**config.mk**
```make
export PLATFORM = sky130hd
export DESIGN_NAME = cpd_cal_pulse
export DESIGN_NICKNAME = d
export VERILOG_FILES = /design/src/cpd_pkg.sv /design/src/cpd_cal_pulse.sv /design/src/cpd_delay_line.sv
export VERILOG_INCLUDE_DIRS = /design/src
export SDC_FILE = /design/constraint.sdc
export NUM_CORES = 1
export LEC_CHECK = 0
export ABC_AREA = 1
export BUFFER_PORTS_ARGS = -buffer_cell sky130_fd_sc_hd__buf_2
export CORE_MARGIN = 5
export CORE_UTILIZATION = 45
export DETAILED_ROUTE_END_ITERATION = 12
export PLACE_DENSITY = 0.66
export SETUP_SLACK_MARGIN = 0.05
export SLEW_MARGIN = 5
export SYNTH_ARGS = -nofsm -noshare
export SYNTH_HDL_FRONTEND = slang
export SYNTH_HIERARCHICAL = 1
export SYNTH_SLANG_ARGS = --single-unit
```
**constraint.sdc**
```tcl
create_clock -name pclk -period 8.75 [get_ports pclk]
set_clock_uncertainty 0.1 [all_clocks]
set_input_delay 0 -clock pclk [delete_from_list [all_inputs] [get_ports pclk]]
set_output_delay 0 -clock pclk [all_outputs]
set_load 0.1 [all_outputs]
```
**src/cpd_defines.svh**
```systemverilog
// constants for the calibration pulse delay loop: offsets, fields, reset values, timing
//
// Contract
// - with several select lines low, only the lowest-numbered one counts
// - tap 0 offset is -9.75ns, each higher tap adds 3.25ns, tap 7 +13.0ns
// - step outputs change 25ns plus tap offset after request rising edge; here 6 clocks, 120ns, for taps 0-1, 7 clocks, 140ns, for taps 2-7
// - step direction reverses on every successive calibrate request
// - request edge and returning edge clock a toggle and a registered step output
// - sequencer launches one 50ns pulse into reference line every 8 clocks; here the pulse is rounded up to 3 clocks, 60ns
// - two clocks after each launch a second 50ns pulse goes to the phase detector; here it is 3 clocks, 60ns
// - phase detector compares check pulse and reference return, commands charge or discharge
// - reference timing runs while shutdown is low, without disturbing calibration outputs
// - shutdown high stops all activity including reference line sequencing
// - signal line tappable at central eight of sixteen elements, tap feeds return; here the eight taps reach only elements 4 and 5
// - logic runs on the system clock; full line length equals two clock periods; here each of the 16 elements is one clock, 16 clocks in all
// - an active-high reset returns the logic to its initial state; here the reset is presetn, active low
`ifndef CPD_DEFINES_SVH
`define CPD_DEFINES_SVH

// register byte offsets
`define CPD_CTRL_OFFSET      8'h00
`define CPD_STATUS_OFFSET    8'h04

// control register fields
`define CPD_CTRL_TAP_LSB     0
`define CPD_CTRL_SHUTDOWN    8
`define CPD_CTRL_CLEAR       9
`define CPD_CTRL_REQ         10
`define CPD_CTRL_LINE_LSB    16
`define CPD_TAP_SEL_RST      8'hfe
`define CPD_LINE_EN_RST      8'h00

// status register fields
`define CPD_STAT_STEP        0
`define CPD_STAT_TOGGLE      1
`define CPD_STAT_TAP_VALID   2
`define CPD_STAT_TAP_LSB     4
`define CPD_STAT_BIAS_LSB    8
`define CPD_STAT_SHUTDOWN    12
`define CPD_STAT_EVENTS_LSB  16

// timing, in picoseconds as printed, and derived cycle counts
`define CPD_CLK_PERIOD_PS    20000
`define CPD_STEP_BASE_PS     25000
`define CPD_TAP0_OFFSET_PS   (-9750)
`define CPD_TAP_STEP_PS      3250
`define CPD_PULSE_PS         50000
`define CPD_PULSE_CYCLES     ((`CPD_PULSE_PS + `CPD_CLK_PERIOD_PS - 1) / `CPD_CLK_PERIOD_PS)
`define CPD_SEQ_PERIOD       8
`define CPD_CHECK_DELAY      2
`define CPD_LINE_CYCLES      2
`define CPD_LINE_ELEMENTS    16
`define CPD_TAP_FIRST        4
`define CPD_BIAS_RST         4'h4
`define CPD_BIAS_MIN         4'h1
`define CPD_BIAS_MAX         4'hf

`endif

```
**src/cpd_pkg.sv**
```systemverilog
// types for the calibration pulse delay loop
`include "cpd_defines.svh"

package cpd_pkg;

   // phase detector: armed until the first of the two edges decides
   typedef enum logic [0:0] {
      CPD_PD_ARMED = 1'b0,
      CPD_PD_DONE  = 1'b1
   } cpd_pd_e_t;

   // software control fields
   typedef struct packed {
      logic [7:0] line_en;
      logic       cal_req;
      logic       chip_clear;
      logic       shutdown;
      logic [7:0] tap_sel_n;
   } cpd_ctrl_t;

   // whole state of the top module
   typedef struct packed {
      cpd_ctrl_t  ctrl;
      logic       pready;
      logic       pslverr;
      logic [31:0] prdata;
      logic       req_prev;
      logic       toggle;
      logic       step;
      logic       step_n;
      logic [7:0] cal_out;
      logic [2:0] seq_cnt;
      logic       chk;
      logic       chk_prev;
      logic       ret_prev;
      cpd_pd_e_t  pd;
      logic [3:0] bias;
      logic       charge;
      logic       discharge;
      logic       ref_tp;
      logic       sig_tp;
      logic [15:0] events;
   } cpd_state_t;

endpackage
```
**src/cpd_cal_pulse.sv**
```systemverilog
// calibration pulse generator with reference delay loop, apb control
//
// The APB interface to the registers and the register offsets were decided locally.
`timescale 1ns/1ps
`default_nettype none
`include "cpd_defines.svh"

// each delay element is one clock stage, standing in for the analog buffers:
// the tap sets the return cycle of the request, the bias that of the reference.
// the loop settles where the reference return meets the check pulse edge.
// latency from request to step is set by the first usable tap; the nominal
// tap spacing only survives as a one-clock spread after rounding up.
// limitation: taps 0 and 1 land on one clock, taps 2 to 7 on the next, so
// finer tap steps cannot be seen at this clock rate.

module cpd_cal_pulse #(
   parameter int AW = 8
) (
   // clock and reset
   input  wire logic          pclk,
   input  wire logic          presetn,
   // apb slave
   input  wire logic          psel,
   input  wire logic          penable,
   input  wire logic          pwrite,
   input  wire logic [AW-1:0] paddr,
   input  wire logic [31:0]   pwdata,
   output var  logic [31:0]   prdata,
   output var  logic          pready,
   output var  logic          pslverr,
   // calibration step outputs
   output var  logic          step_drive_out,
   output var  logic          step_drive_out_n,
   output var  logic [7:0]    cal_lines,
   // loop observation
   output var  logic          ref_check_pulse,
   output var  logic          charge_cmd,
   output var  logic          discharge_cmd,
   output var  logic [3:0]    bias_level,
   output var  logic          ref_line_testpoint,
   output var  logic          signal_line_testpoint
);

   // tap index width for the sixteen-element lines; both lines share it so
   // the reference and signal paths stay matched stage for stage
   localparam int LW = $clog2(`CPD_LINE_ELEMENTS);

   cpd_pkg::cpd_state_t s_q;
   cpd_pkg::cpd_state_t s_d;

   logic          tap_valid;
   logic [2:0]    tap_idx;
   logic          active;
   logic          req_rise;
   logic          sig_in;
   logic          sig_ret;
   logic          ref_in;
   logic          ref_ret;
   logic [LW-1:0] sig_tap;
   logic [LW-1:0] ref_tap;

   // lowest-numbered low select line wins; none low means no tap
   // a scan from the top down lets the lowest line overwrite the others
   function automatic logic [3:0] lowest_low(input logic [7:0] sel_n);
      logic [3:0] r;
      r = 4'h0;
      for (int i = 7; i >= 0; i--) begin
         if (!sel_n[i]) begin
            r = {1'b1, 3'(i)};
         end
      end
      return r;
   endfunction

   // cycles from request edge to return for a tap, rounded up to whole clocks
   // rounding up keeps the step from ever landing before its nominal time
   function automatic logic [3:0] tap_delay_cycles(input logic [2:0] idx);
      int ps;
      ps = `CPD_STEP_BASE_PS + `CPD_TAP0_OFFSET_PS + `CPD_TAP_STEP_PS * int'(idx);
      return 4'((ps + `CPD_CLK_PERIOD_PS - 1) / `CPD_CLK_PERIOD_PS);
   endfunction

   // address match against an eight-bit register offset
   function automatic logic addr_is(input logic [AW-1:0] a, input logic [7:0] off);
      return a == AW'(off);
   endfunction

   // control word read back in the layout that software writes
   function automatic logic [31:0] ctrl_word(input cpd_pkg::cpd_ctrl_t c);
      logic [31:0] w;
      w = 32'h0000_0000;
      w[`CPD_CTRL_TAP_LSB +: 8]  = c.tap_sel_n;
      w[`CPD_CTRL_SHUTDOWN]      = c.shutdown;
      w[`CPD_CTRL_CLEAR]         = c.chip_clear;
      w[`CPD_CTRL_REQ]           = c.cal_req;
      w[`CPD_CTRL_LINE_LSB +: 8] = c.line_en;
      return w;
   endfunction

   // status word as software sees it
   // unused bits read as zero so software can mask without surprises
   function automatic logic [31:0] status_word(input cpd_pkg::cpd_state_t s,
                                                input logic v, input logic [2:0] idx);
      logic [31:0] w;
      w = 32'h0000_0000;
      w[`CPD_STAT_STEP]                         = s.step;
      w[`CPD_STAT_TOGGLE]                       = s.toggle;
      w[`CPD_STAT_TAP_VALID]                    = v;
      w[`CPD_STAT_TAP_LSB +: 3]                 = idx;
      w[`CPD_STAT_BIAS_LSB +: 4]                = s.bias;
      w[`CPD_STAT_SHUTDOWN]                     = s.ctrl.shutdown;
      w[`CPD_STAT_EVENTS_LSB +: 16]             = s.events;
      return w;
   endfunction

   // tap decode and line drive terms
   // these terms read only registered state, so the lines see clean inputs
   always_comb begin
      {tap_valid, tap_idx} = lowest_low(s_q.ctrl.tap_sel_n);
      active   = !s_q.ctrl.shutdown && !s_q.ctrl.chip_clear;
      req_rise = s_q.ctrl.cal_req && !s_q.req_prev;
      // an edge with no tap selected is dropped rather than guessing a delay
      sig_in   = active && req_rise && tap_valid;
      // only the central eight elements may be tapped
      sig_tap  = LW'(`CPD_TAP_FIRST) + LW'(tap_delay_cycles(tap_idx)) - LW'(1);
      // launch window is the first pulse-width of each eight-clock round
      ref_in   = active && (32'(s_q.seq_cnt) < 32'(`CPD_PULSE_CYCLES));
      ref_tap  = LW'(s_q.bias);
   end

   // signal line carries the request edge to the selected tap
   // clearing the lines on shutdown or clear drops a pending step; a late
   // step after software has moved on would be worse than a lost one
   cpd_delay_line #(
      .DEPTH (`CPD_LINE_ELEMENTS)
   ) u_signal_line (
      .pclk    (pclk),
      .presetn (presetn),
      .clear   (!active),
      .line_in (sig_in),
      .tap     (sig_tap),
      .tap_out (sig_ret)
   );

   // reference line is matched to the signal line and trimmed by the bias
   cpd_delay_line #(
      .DEPTH (`CPD_LINE_ELEMENTS)
   ) u_reference_line (
      .pclk    (pclk),
      .presetn (presetn),
      .clear   (!active),
      .line_in (ref_in),
      .tap     (ref_tap),
      .tap_out (ref_ret)
   );

   // next state: bus, calibration path, sequencer and phase detector
   always_comb begin
      logic ret_rise;
      logic chk_rise;
      ret_rise = 1'b0;
      chk_rise = 1'b0;
      s_d = s_q;

      // apb: answer one cycle after setup so read data comes from a flop
      // the pready term in the setup test keeps a held setup from answering twice
      // reads sample state in setup, one clock before the access edge
      s_d.pready  = 1'b0;
      s_d.pslverr = 1'b0;
      if (psel && !penable && !s_q.pready) begin
         s_d.pready  = 1'b1;
         s_d.pslverr = !(addr_is(paddr, `CPD_CTRL_OFFSET) ||
                         (addr_is(paddr, `CPD_STATUS_OFFSET) && !pwrite));
         if (addr_is(paddr, `CPD_CTRL_OFFSET)) begin
            s_d.prdata = ctrl_word(s_q.ctrl);
         end else if (addr_is(paddr, `CPD_STATUS_OFFSET)) begin
            s_d.prdata = status_word(s_q, tap_valid, tap_idx);
         end else begin
            s_d.prdata = 32'h0000_0000;
         end
      end
      // write lands on the access edge; status is read-only, so a write there errs
      if (psel && penable && s_q.pready && pwrite && addr_is(paddr, `CPD_CTRL_OFFSET)) begin
         s_d.ctrl.tap_sel_n  = pwdata[`CPD_CTRL_TAP_LSB +: 8];
         s_d.ctrl.shutdown   = pwdata[`CPD_CTRL_SHUTDOWN];
         s_d.ctrl.chip_clear = pwdata[`CPD_CTRL_CLEAR];
         s_d.ctrl.cal_req    = pwdata[`CPD_CTRL_REQ];
         s_d.ctrl.line_en    = pwdata[`CPD_CTRL_LINE_LSB +: 8];
      end

      // request edge detect keeps running so a held request fires only once
      s_d.req_prev = s_q.ctrl.cal_req;

      if (s_q.ctrl.chip_clear) begin
         // clear returns loop and polarity to their power-up values
         // tested before shutdown, so clear still recovers a frozen loop
         s_d.toggle    = 1'b0;
         s_d.step      = 1'b0;
         s_d.seq_cnt   = 3'h0;
         s_d.chk       = 1'b0;
         s_d.chk_prev  = 1'b0;
         s_d.ret_prev  = 1'b0;
         s_d.pd        = cpd_pkg::CPD_PD_ARMED;
         s_d.bias      = `CPD_BIAS_RST;
         s_d.charge    = 1'b0;
         s_d.discharge = 1'b0;
         s_d.events    = 16'h0000;
      end else if (s_q.ctrl.shutdown) begin
         // shutdown freezes polarity and bias, parks the sequencer
         // bias is kept so the loop relocks at once when shutdown ends
         s_d.seq_cnt   = 3'h0;
         s_d.chk       = 1'b0;
         s_d.chk_prev  = 1'b0;
         s_d.ret_prev  = 1'b0;
         s_d.pd        = cpd_pkg::CPD_PD_ARMED;
         s_d.charge    = 1'b0;
         s_d.discharge = 1'b0;
      end else begin
         // calibration path: request edge flips polarity, return loads the step
         // the toggle flips a whole tap delay ahead of the return, so the
         // step always loads the polarity of its own request
         if (sig_in) begin
            s_d.toggle = !s_q.toggle;
            s_d.events = s_q.events + 16'h0001;
         end
         if (sig_ret) begin
            s_d.step = s_q.toggle;
         end

         // sequencer: free-running eight-clock round, independent of requests
         // the round wraps by counter width; the check pulse trails the launch
         // by two clocks and lasts as many clocks as the launch pulse
         s_d.seq_cnt = s_q.seq_cnt + 3'h1;
         s_d.chk = (32'(s_q.seq_cnt) >= 32'(`CPD_CHECK_DELAY)) &&
                   (32'(s_q.seq_cnt) < 32'(`CPD_CHECK_DELAY + `CPD_PULSE_CYCLES));
         s_d.chk_prev = s_q.chk;
         s_d.ret_prev = ref_ret;

         // phase detector: the first edge of the round decides the command
         // later edges in the same round are ignored until it rearms
         // a tie leaves bias alone, which is where the loop settles
         // bias saturates at both ends so a stuck line cannot wrap the trim
         chk_rise = s_q.chk && !s_q.chk_prev;
         ret_rise = ref_ret && !s_q.ret_prev;
         s_d.charge    = 1'b0;
         s_d.discharge = 1'b0;
         if (s_q.seq_cnt == 3'h0) begin
            s_d.pd = cpd_pkg::CPD_PD_ARMED;
         end
         unique case (s_q.pd)
            cpd_pkg::CPD_PD_ARMED: begin
               if (ret_rise || chk_rise) begin
                  s_d.pd = cpd_pkg::CPD_PD_DONE;
               end
               // return early means a short line: charge to slow it down
               if (ret_rise && !chk_rise) begin
                  s_d.charge = 1'b1;
                  if (s_q.bias != `CPD_BIAS_MAX) begin
                     s_d.bias = s_q.bias + 4'h1;
                  end
               end else if (chk_rise && !ret_rise) begin
                  s_d.discharge = 1'b1;
                  if (s_q.bias != `CPD_BIAS_MIN) begin
                     s_d.bias = s_q.bias - 4'h1;
                  end
               end
            end
            cpd_pkg::CPD_PD_DONE: begin
               s_d.pd = (s_q.seq_cnt == 3'h7) ? cpd_pkg::CPD_PD_ARMED : cpd_pkg::CPD_PD_DONE;
            end
         endcase
      end

      // registered copies for the pins
      // step copies are built from the next state so pins and state move on the same edge; testpoints register the current returns
      s_d.step_n  = !s_d.step;
      s_d.cal_out = s_d.ctrl.line_en & {8{s_d.step}};
      s_d.ref_tp  = ref_ret && active;
      s_d.sig_tp  = sig_ret && active;
   end

   // single state register; asynchronous reset loads constants only
   // fields not named below come up zero, the sequencer count included
   always_ff @(posedge pclk or negedge presetn) begin
      if (!presetn) begin
         s_q                <= '0;
         s_q.ctrl.tap_sel_n <= `CPD_TAP_SEL_RST;
         s_q.ctrl.line_en   <= `CPD_LINE_EN_RST;
         s_q.step_n         <= 1'b1;
         s_q.bias           <= `CPD_BIAS_RST;
         s_q.pd             <= cpd_pkg::CPD_PD_ARMED;
      end else begin
         s_q <= s_d;
      end
   end

   // pins straight from the state register
   // no logic between flop and pin keeps output timing free of decode paths
   assign prdata                = s_q.prdata;
   assign pready                = s_q.pready;
   assign pslverr               = s_q.pslverr;
   assign step_drive_out        = s_q.step;
   assign step_drive_out_n      = s_q.step_n;
   assign cal_lines             = s_q.cal_out;
   assign ref_check_pulse       = s_q.chk;
   assign charge_cmd            = s_q.charge;
   assign discharge_cmd         = s_q.discharge;
   assign bias_level            = s_q.bias;
   assign ref_line_testpoint    = s_q.ref_tp;
   assign signal_line_testpoint = s_q.sig_tp;

endmodule // cpd_cal_pulse

`default_nettype wire

```
**src/cpd_delay_line.sv**
```systemverilog
// tapped delay line model: one shift stage per clock, tap picks the return point
`timescale 1ns/1ps
`default_nettype none

module cpd_delay_line #(
   parameter int DEPTH = 16,
   parameter int IW    = $clog2(DEPTH)
) (
   // clock and reset
   input  wire logic          pclk,
   input  wire logic          presetn,
   input  wire logic          clear,
   // line
   input  wire logic          line_in,
   input  wire logic [IW-1:0] tap,
   output var  logic          tap_out
);

   typedef struct packed {
      logic [DEPTH-1:0] sr;
   } cpd_line_state_t;

   cpd_line_state_t s_q;
   cpd_line_state_t s_d;

   // shift the pulse one element per clock; clear empties the line at once
   always_comb begin
      s_d = s_q;
      if (clear) begin
         s_d.sr = '0;
      end else begin
         s_d.sr = {s_q.sr[DEPTH-2:0], line_in};
      end
      tap_out = s_q.sr[tap];
   end

   always_ff @(posedge pclk or negedge presetn) begin
      if (!presetn) begin
         s_q <= '0;
      end else begin
         s_q <= s_d;
      end
   end

endmodule // cpd_delay_line

`default_nettype wire

```
==> flow_summary.toml <==
[power_and_ir_drop]
netSwitchingPower_w = 0.000287
p_leak_nw = 3.74
p_int_w = 0.00109
p_sw_share_pct = 20.9
p_per_area_nw_per_um2 = 185
power_frac_comb_pct = 3.7
vdd_drop_max_mv = 0.132
seqPwrFrac_pct = 42.2
clock_power_share_pct = 54.2

[die]
coreArea_um2 = 13800
fp.dieH_um = 128
start_util_pct = 45.5
row_count = 43
die_w_um = 128
io_pins = 98
dieArea_um2 = 16400

[yosys]
async_reset_ff_share_pct = 100
synth-seq-cells = 125
synthCells = 734
yosysSeqAreaShare_pct = 50.1
syn_area_um2 = 6260
synth_edf_count = 0
synth.avg_cell_area_um2 = 8.54
synth_cell_type_count = 43
ys_warn_count = 6
synth_flop_cell = "dfrtp_1"

[worst_setup_path]
startpoint_type = "flip-flop"
cpMaxStageDelayCell = "dfstp_2"
reg2regPathDepth = 30
crit_fanout = 11
worstSetupEndpointType = "flip-flop"
cp.required_ns = 8.99
worst_r2r_endpoint = "cal_lines[1]"
crit_top_cell = "nand2_1"
worstSetupPathType = "flip-flop to flip-flop"
worst_r2r_startpoint = "s_q[81]"
regToRegSetupSlack_ns = 4.08
cp.arrival_ns = 4.91
max_stage_delay_ns = 0.56

[sta]
relSlewSlack_pct = 26.0
whs_ns = 0.0193
timing.final.crit_period_ns = 4.67
timing.fmax_mhz = 214
rsz0062_at_grt = "no"
tightest_slew_ns = 1.11
tns_ns = 0
period_share_pct = 53.4
hold_violations = 0
report.final.slew_viol_count = 0
setup_violations = 0

[routing]
drcViolationCount = 0
drt_iter0_drc = 294
drt_wl_total_um = 13600
first_pass_iters = 5
vias = 4819
viasPerCell = 4.81
routedWlPerCell_um = 13.6
antenna_left = 0

[placed_design]
gp_congestion = 0.874
dp_hpwl_um = 9030
io_buffers = 81

[job]
maxCapViolCount = 0

[clocking]
clock_latency_ns = 0.42
clkTransAtPathRegs_ns = 0.05
htree_levels = 4
cts_buffers = 17
cts_max_path_buffers = 2
cts-root-buf = "clkbuf_16"
tritoncts = "yes"
cts_sinks = 125

[grt]
overflow = 0
grt_pass1_vias = 4811
antenna_found_initial = 0
track_usage_pct = 17.7
grt_pass1_wl_um = 22900
grt_max_degree = 84

[layout]
drive_gt1_share_pct = 18.6
filler_cell_count = 1308
num_antenna_cells = 0
syn_to_final_growth_pct = 18.9
fin_nets = 875

[status]
run_status = "complete, no violations"

[hold_path]
hp-class = "primary input to asynchronous set/reset pin"
## cells in the mapped netlist, drive strengths merged (2+ instances only)
cell	count	area, µm²
nand4	2	12.5
buf	52	389
a211oi	3	22.5
o22ai	3	18.8
xor2	2	17.5
clkbuf	11	41.3
inv	125	479
o21ai	32	160
nand2	141	549
mux2	5	63.8
dfstp	9	236
nor4	2	27.5
a21oi	21	105
nand3	60	328
nor2	90	355
ha	21	263
o221ai	12	105
o211ai	5	37.5
nor3	12	70.1
dfrtp	116	2900
## cell families after synthesis
kind of cell             share of synthesized area (%)
XOR/XNOR                                         0.419
AO/OA/AOI/OAI                                     7.67
buffers and inverters                             14.6
AND/OR/NAND/NOR                                   21.6
multiplexers                                      1.02
adder cells (fa/ha/maj)                           4.51
flip-flops                                        50.1
other                                           0.0599
## worst max-delay path by stage
stage	to	slack [ns]	startpoint
detailed placement	cal_lines[3]	4.12	s_q[81]
CTS	cal_lines[1]	4.07	s_q[81]
finish	cal_lines[1]	4.08	s_q[81]
floorplan	cal_lines[0]	4.78	s_q[81]
global route	cal_lines[3]	3.53	s_q[82]
global placement	cal_lines[6]	4.18	s_q[82]
## critical path: cells and delay by family, from the launching register on
kind,cells,cell delay (ns)
simple gates,19,1.90
fa+ha+maj,3,1.17
buf+inv,6,0.61
flops,1,0.56
compound gates,2,0.25
## flip-flops by register name (all words and copies together), names as in the netlist, 4 cells and up
signal / count
bias_level: 4
cal_lines: 8
prdata: 29
s_q: 42
u_reference_line/s_q: 16
u_signal_line/s_q: 16
## what timing repair did
item                                   in CTS  in global routing
hold buffers                               32                  0
resized for setup                           0                  0
endpoints found under the hold margin      81                  0
buffers inserted                            0                  0
## layout make-up
class                           instances  area (µm²)  share of cell area (%)
Timing Repair Buffer                  116         751                    10.1
Clock inverter                          9         161                    2.17
Sequential cell                       125        3140                    42.2
Clock buffer                           23         468                    6.28
Tap cell                              180         225                    3.02
Inverter                              126         483                    6.49
Multi-Input combinational cell        422        2220                    29.8
## cells in the final DEF, fill, tap and decap left out, types with 17 or more instances in the layout
master	Yosys	final
dfrtp_1	116	116
inv_1	119	119
nand3_1	56	56
o21ai_0	20	20
buf_2	5	80
a21oi_1	21	21
dlygate4sd3_1	0	32
clkbuf_16	0	17
nand2_1	133	133
nor2_1	85	85
ha_1	21	21
## metal layers
metal	GRT usage, %	share of wire [%]	vias to the layer above
li1	-	-	2408
met1	23.3	46	2290
met2	28.6	49	108
met3	4.75	4.8	13
met4	5.49	0.77	0
met5	0	0	-
## power by group through the flow
| stage | clock (W) | combinational, W | sequential (W) |
|---|---|---|---|
| after global placement | 0 | 0.0000409 | 0.000591 |
| after detailed placement | 0 | 0.0000410 | 0.000591 |
| after floorplan | 0 | 0.0000160 | 0.000594 |
| final | 0.000745 | 0.0000503 | 0.000581 |
| after global routing | 0.000786 | 0.0000556 | 0.000581 |
| after CTS | 0.000756 | 0.0000510 | 0.000581 |
## stage by stage
step | power [W] | util [%] | cells | setup slack, ns | instance area (µm²)
global placement | 0.000632 | 47.2 | 937 | 4.18 | 6500
CTS | 0.00139 | 54.1 | 1001 | 4.07 | 7450
floorplan | 0.000610 | - | 736 | 4.78 | 6270
finish | 0.00138 | 54.1 | 1001 | 4.08 | 7450
detailed placement | 0.000632 | 47.2 | 937 | 4.12 | 6500
global route | 0.00142 | 54.1 | 1001 | 3.53 | 7450
Note: power is estimated with default switching activity, not from simulation.
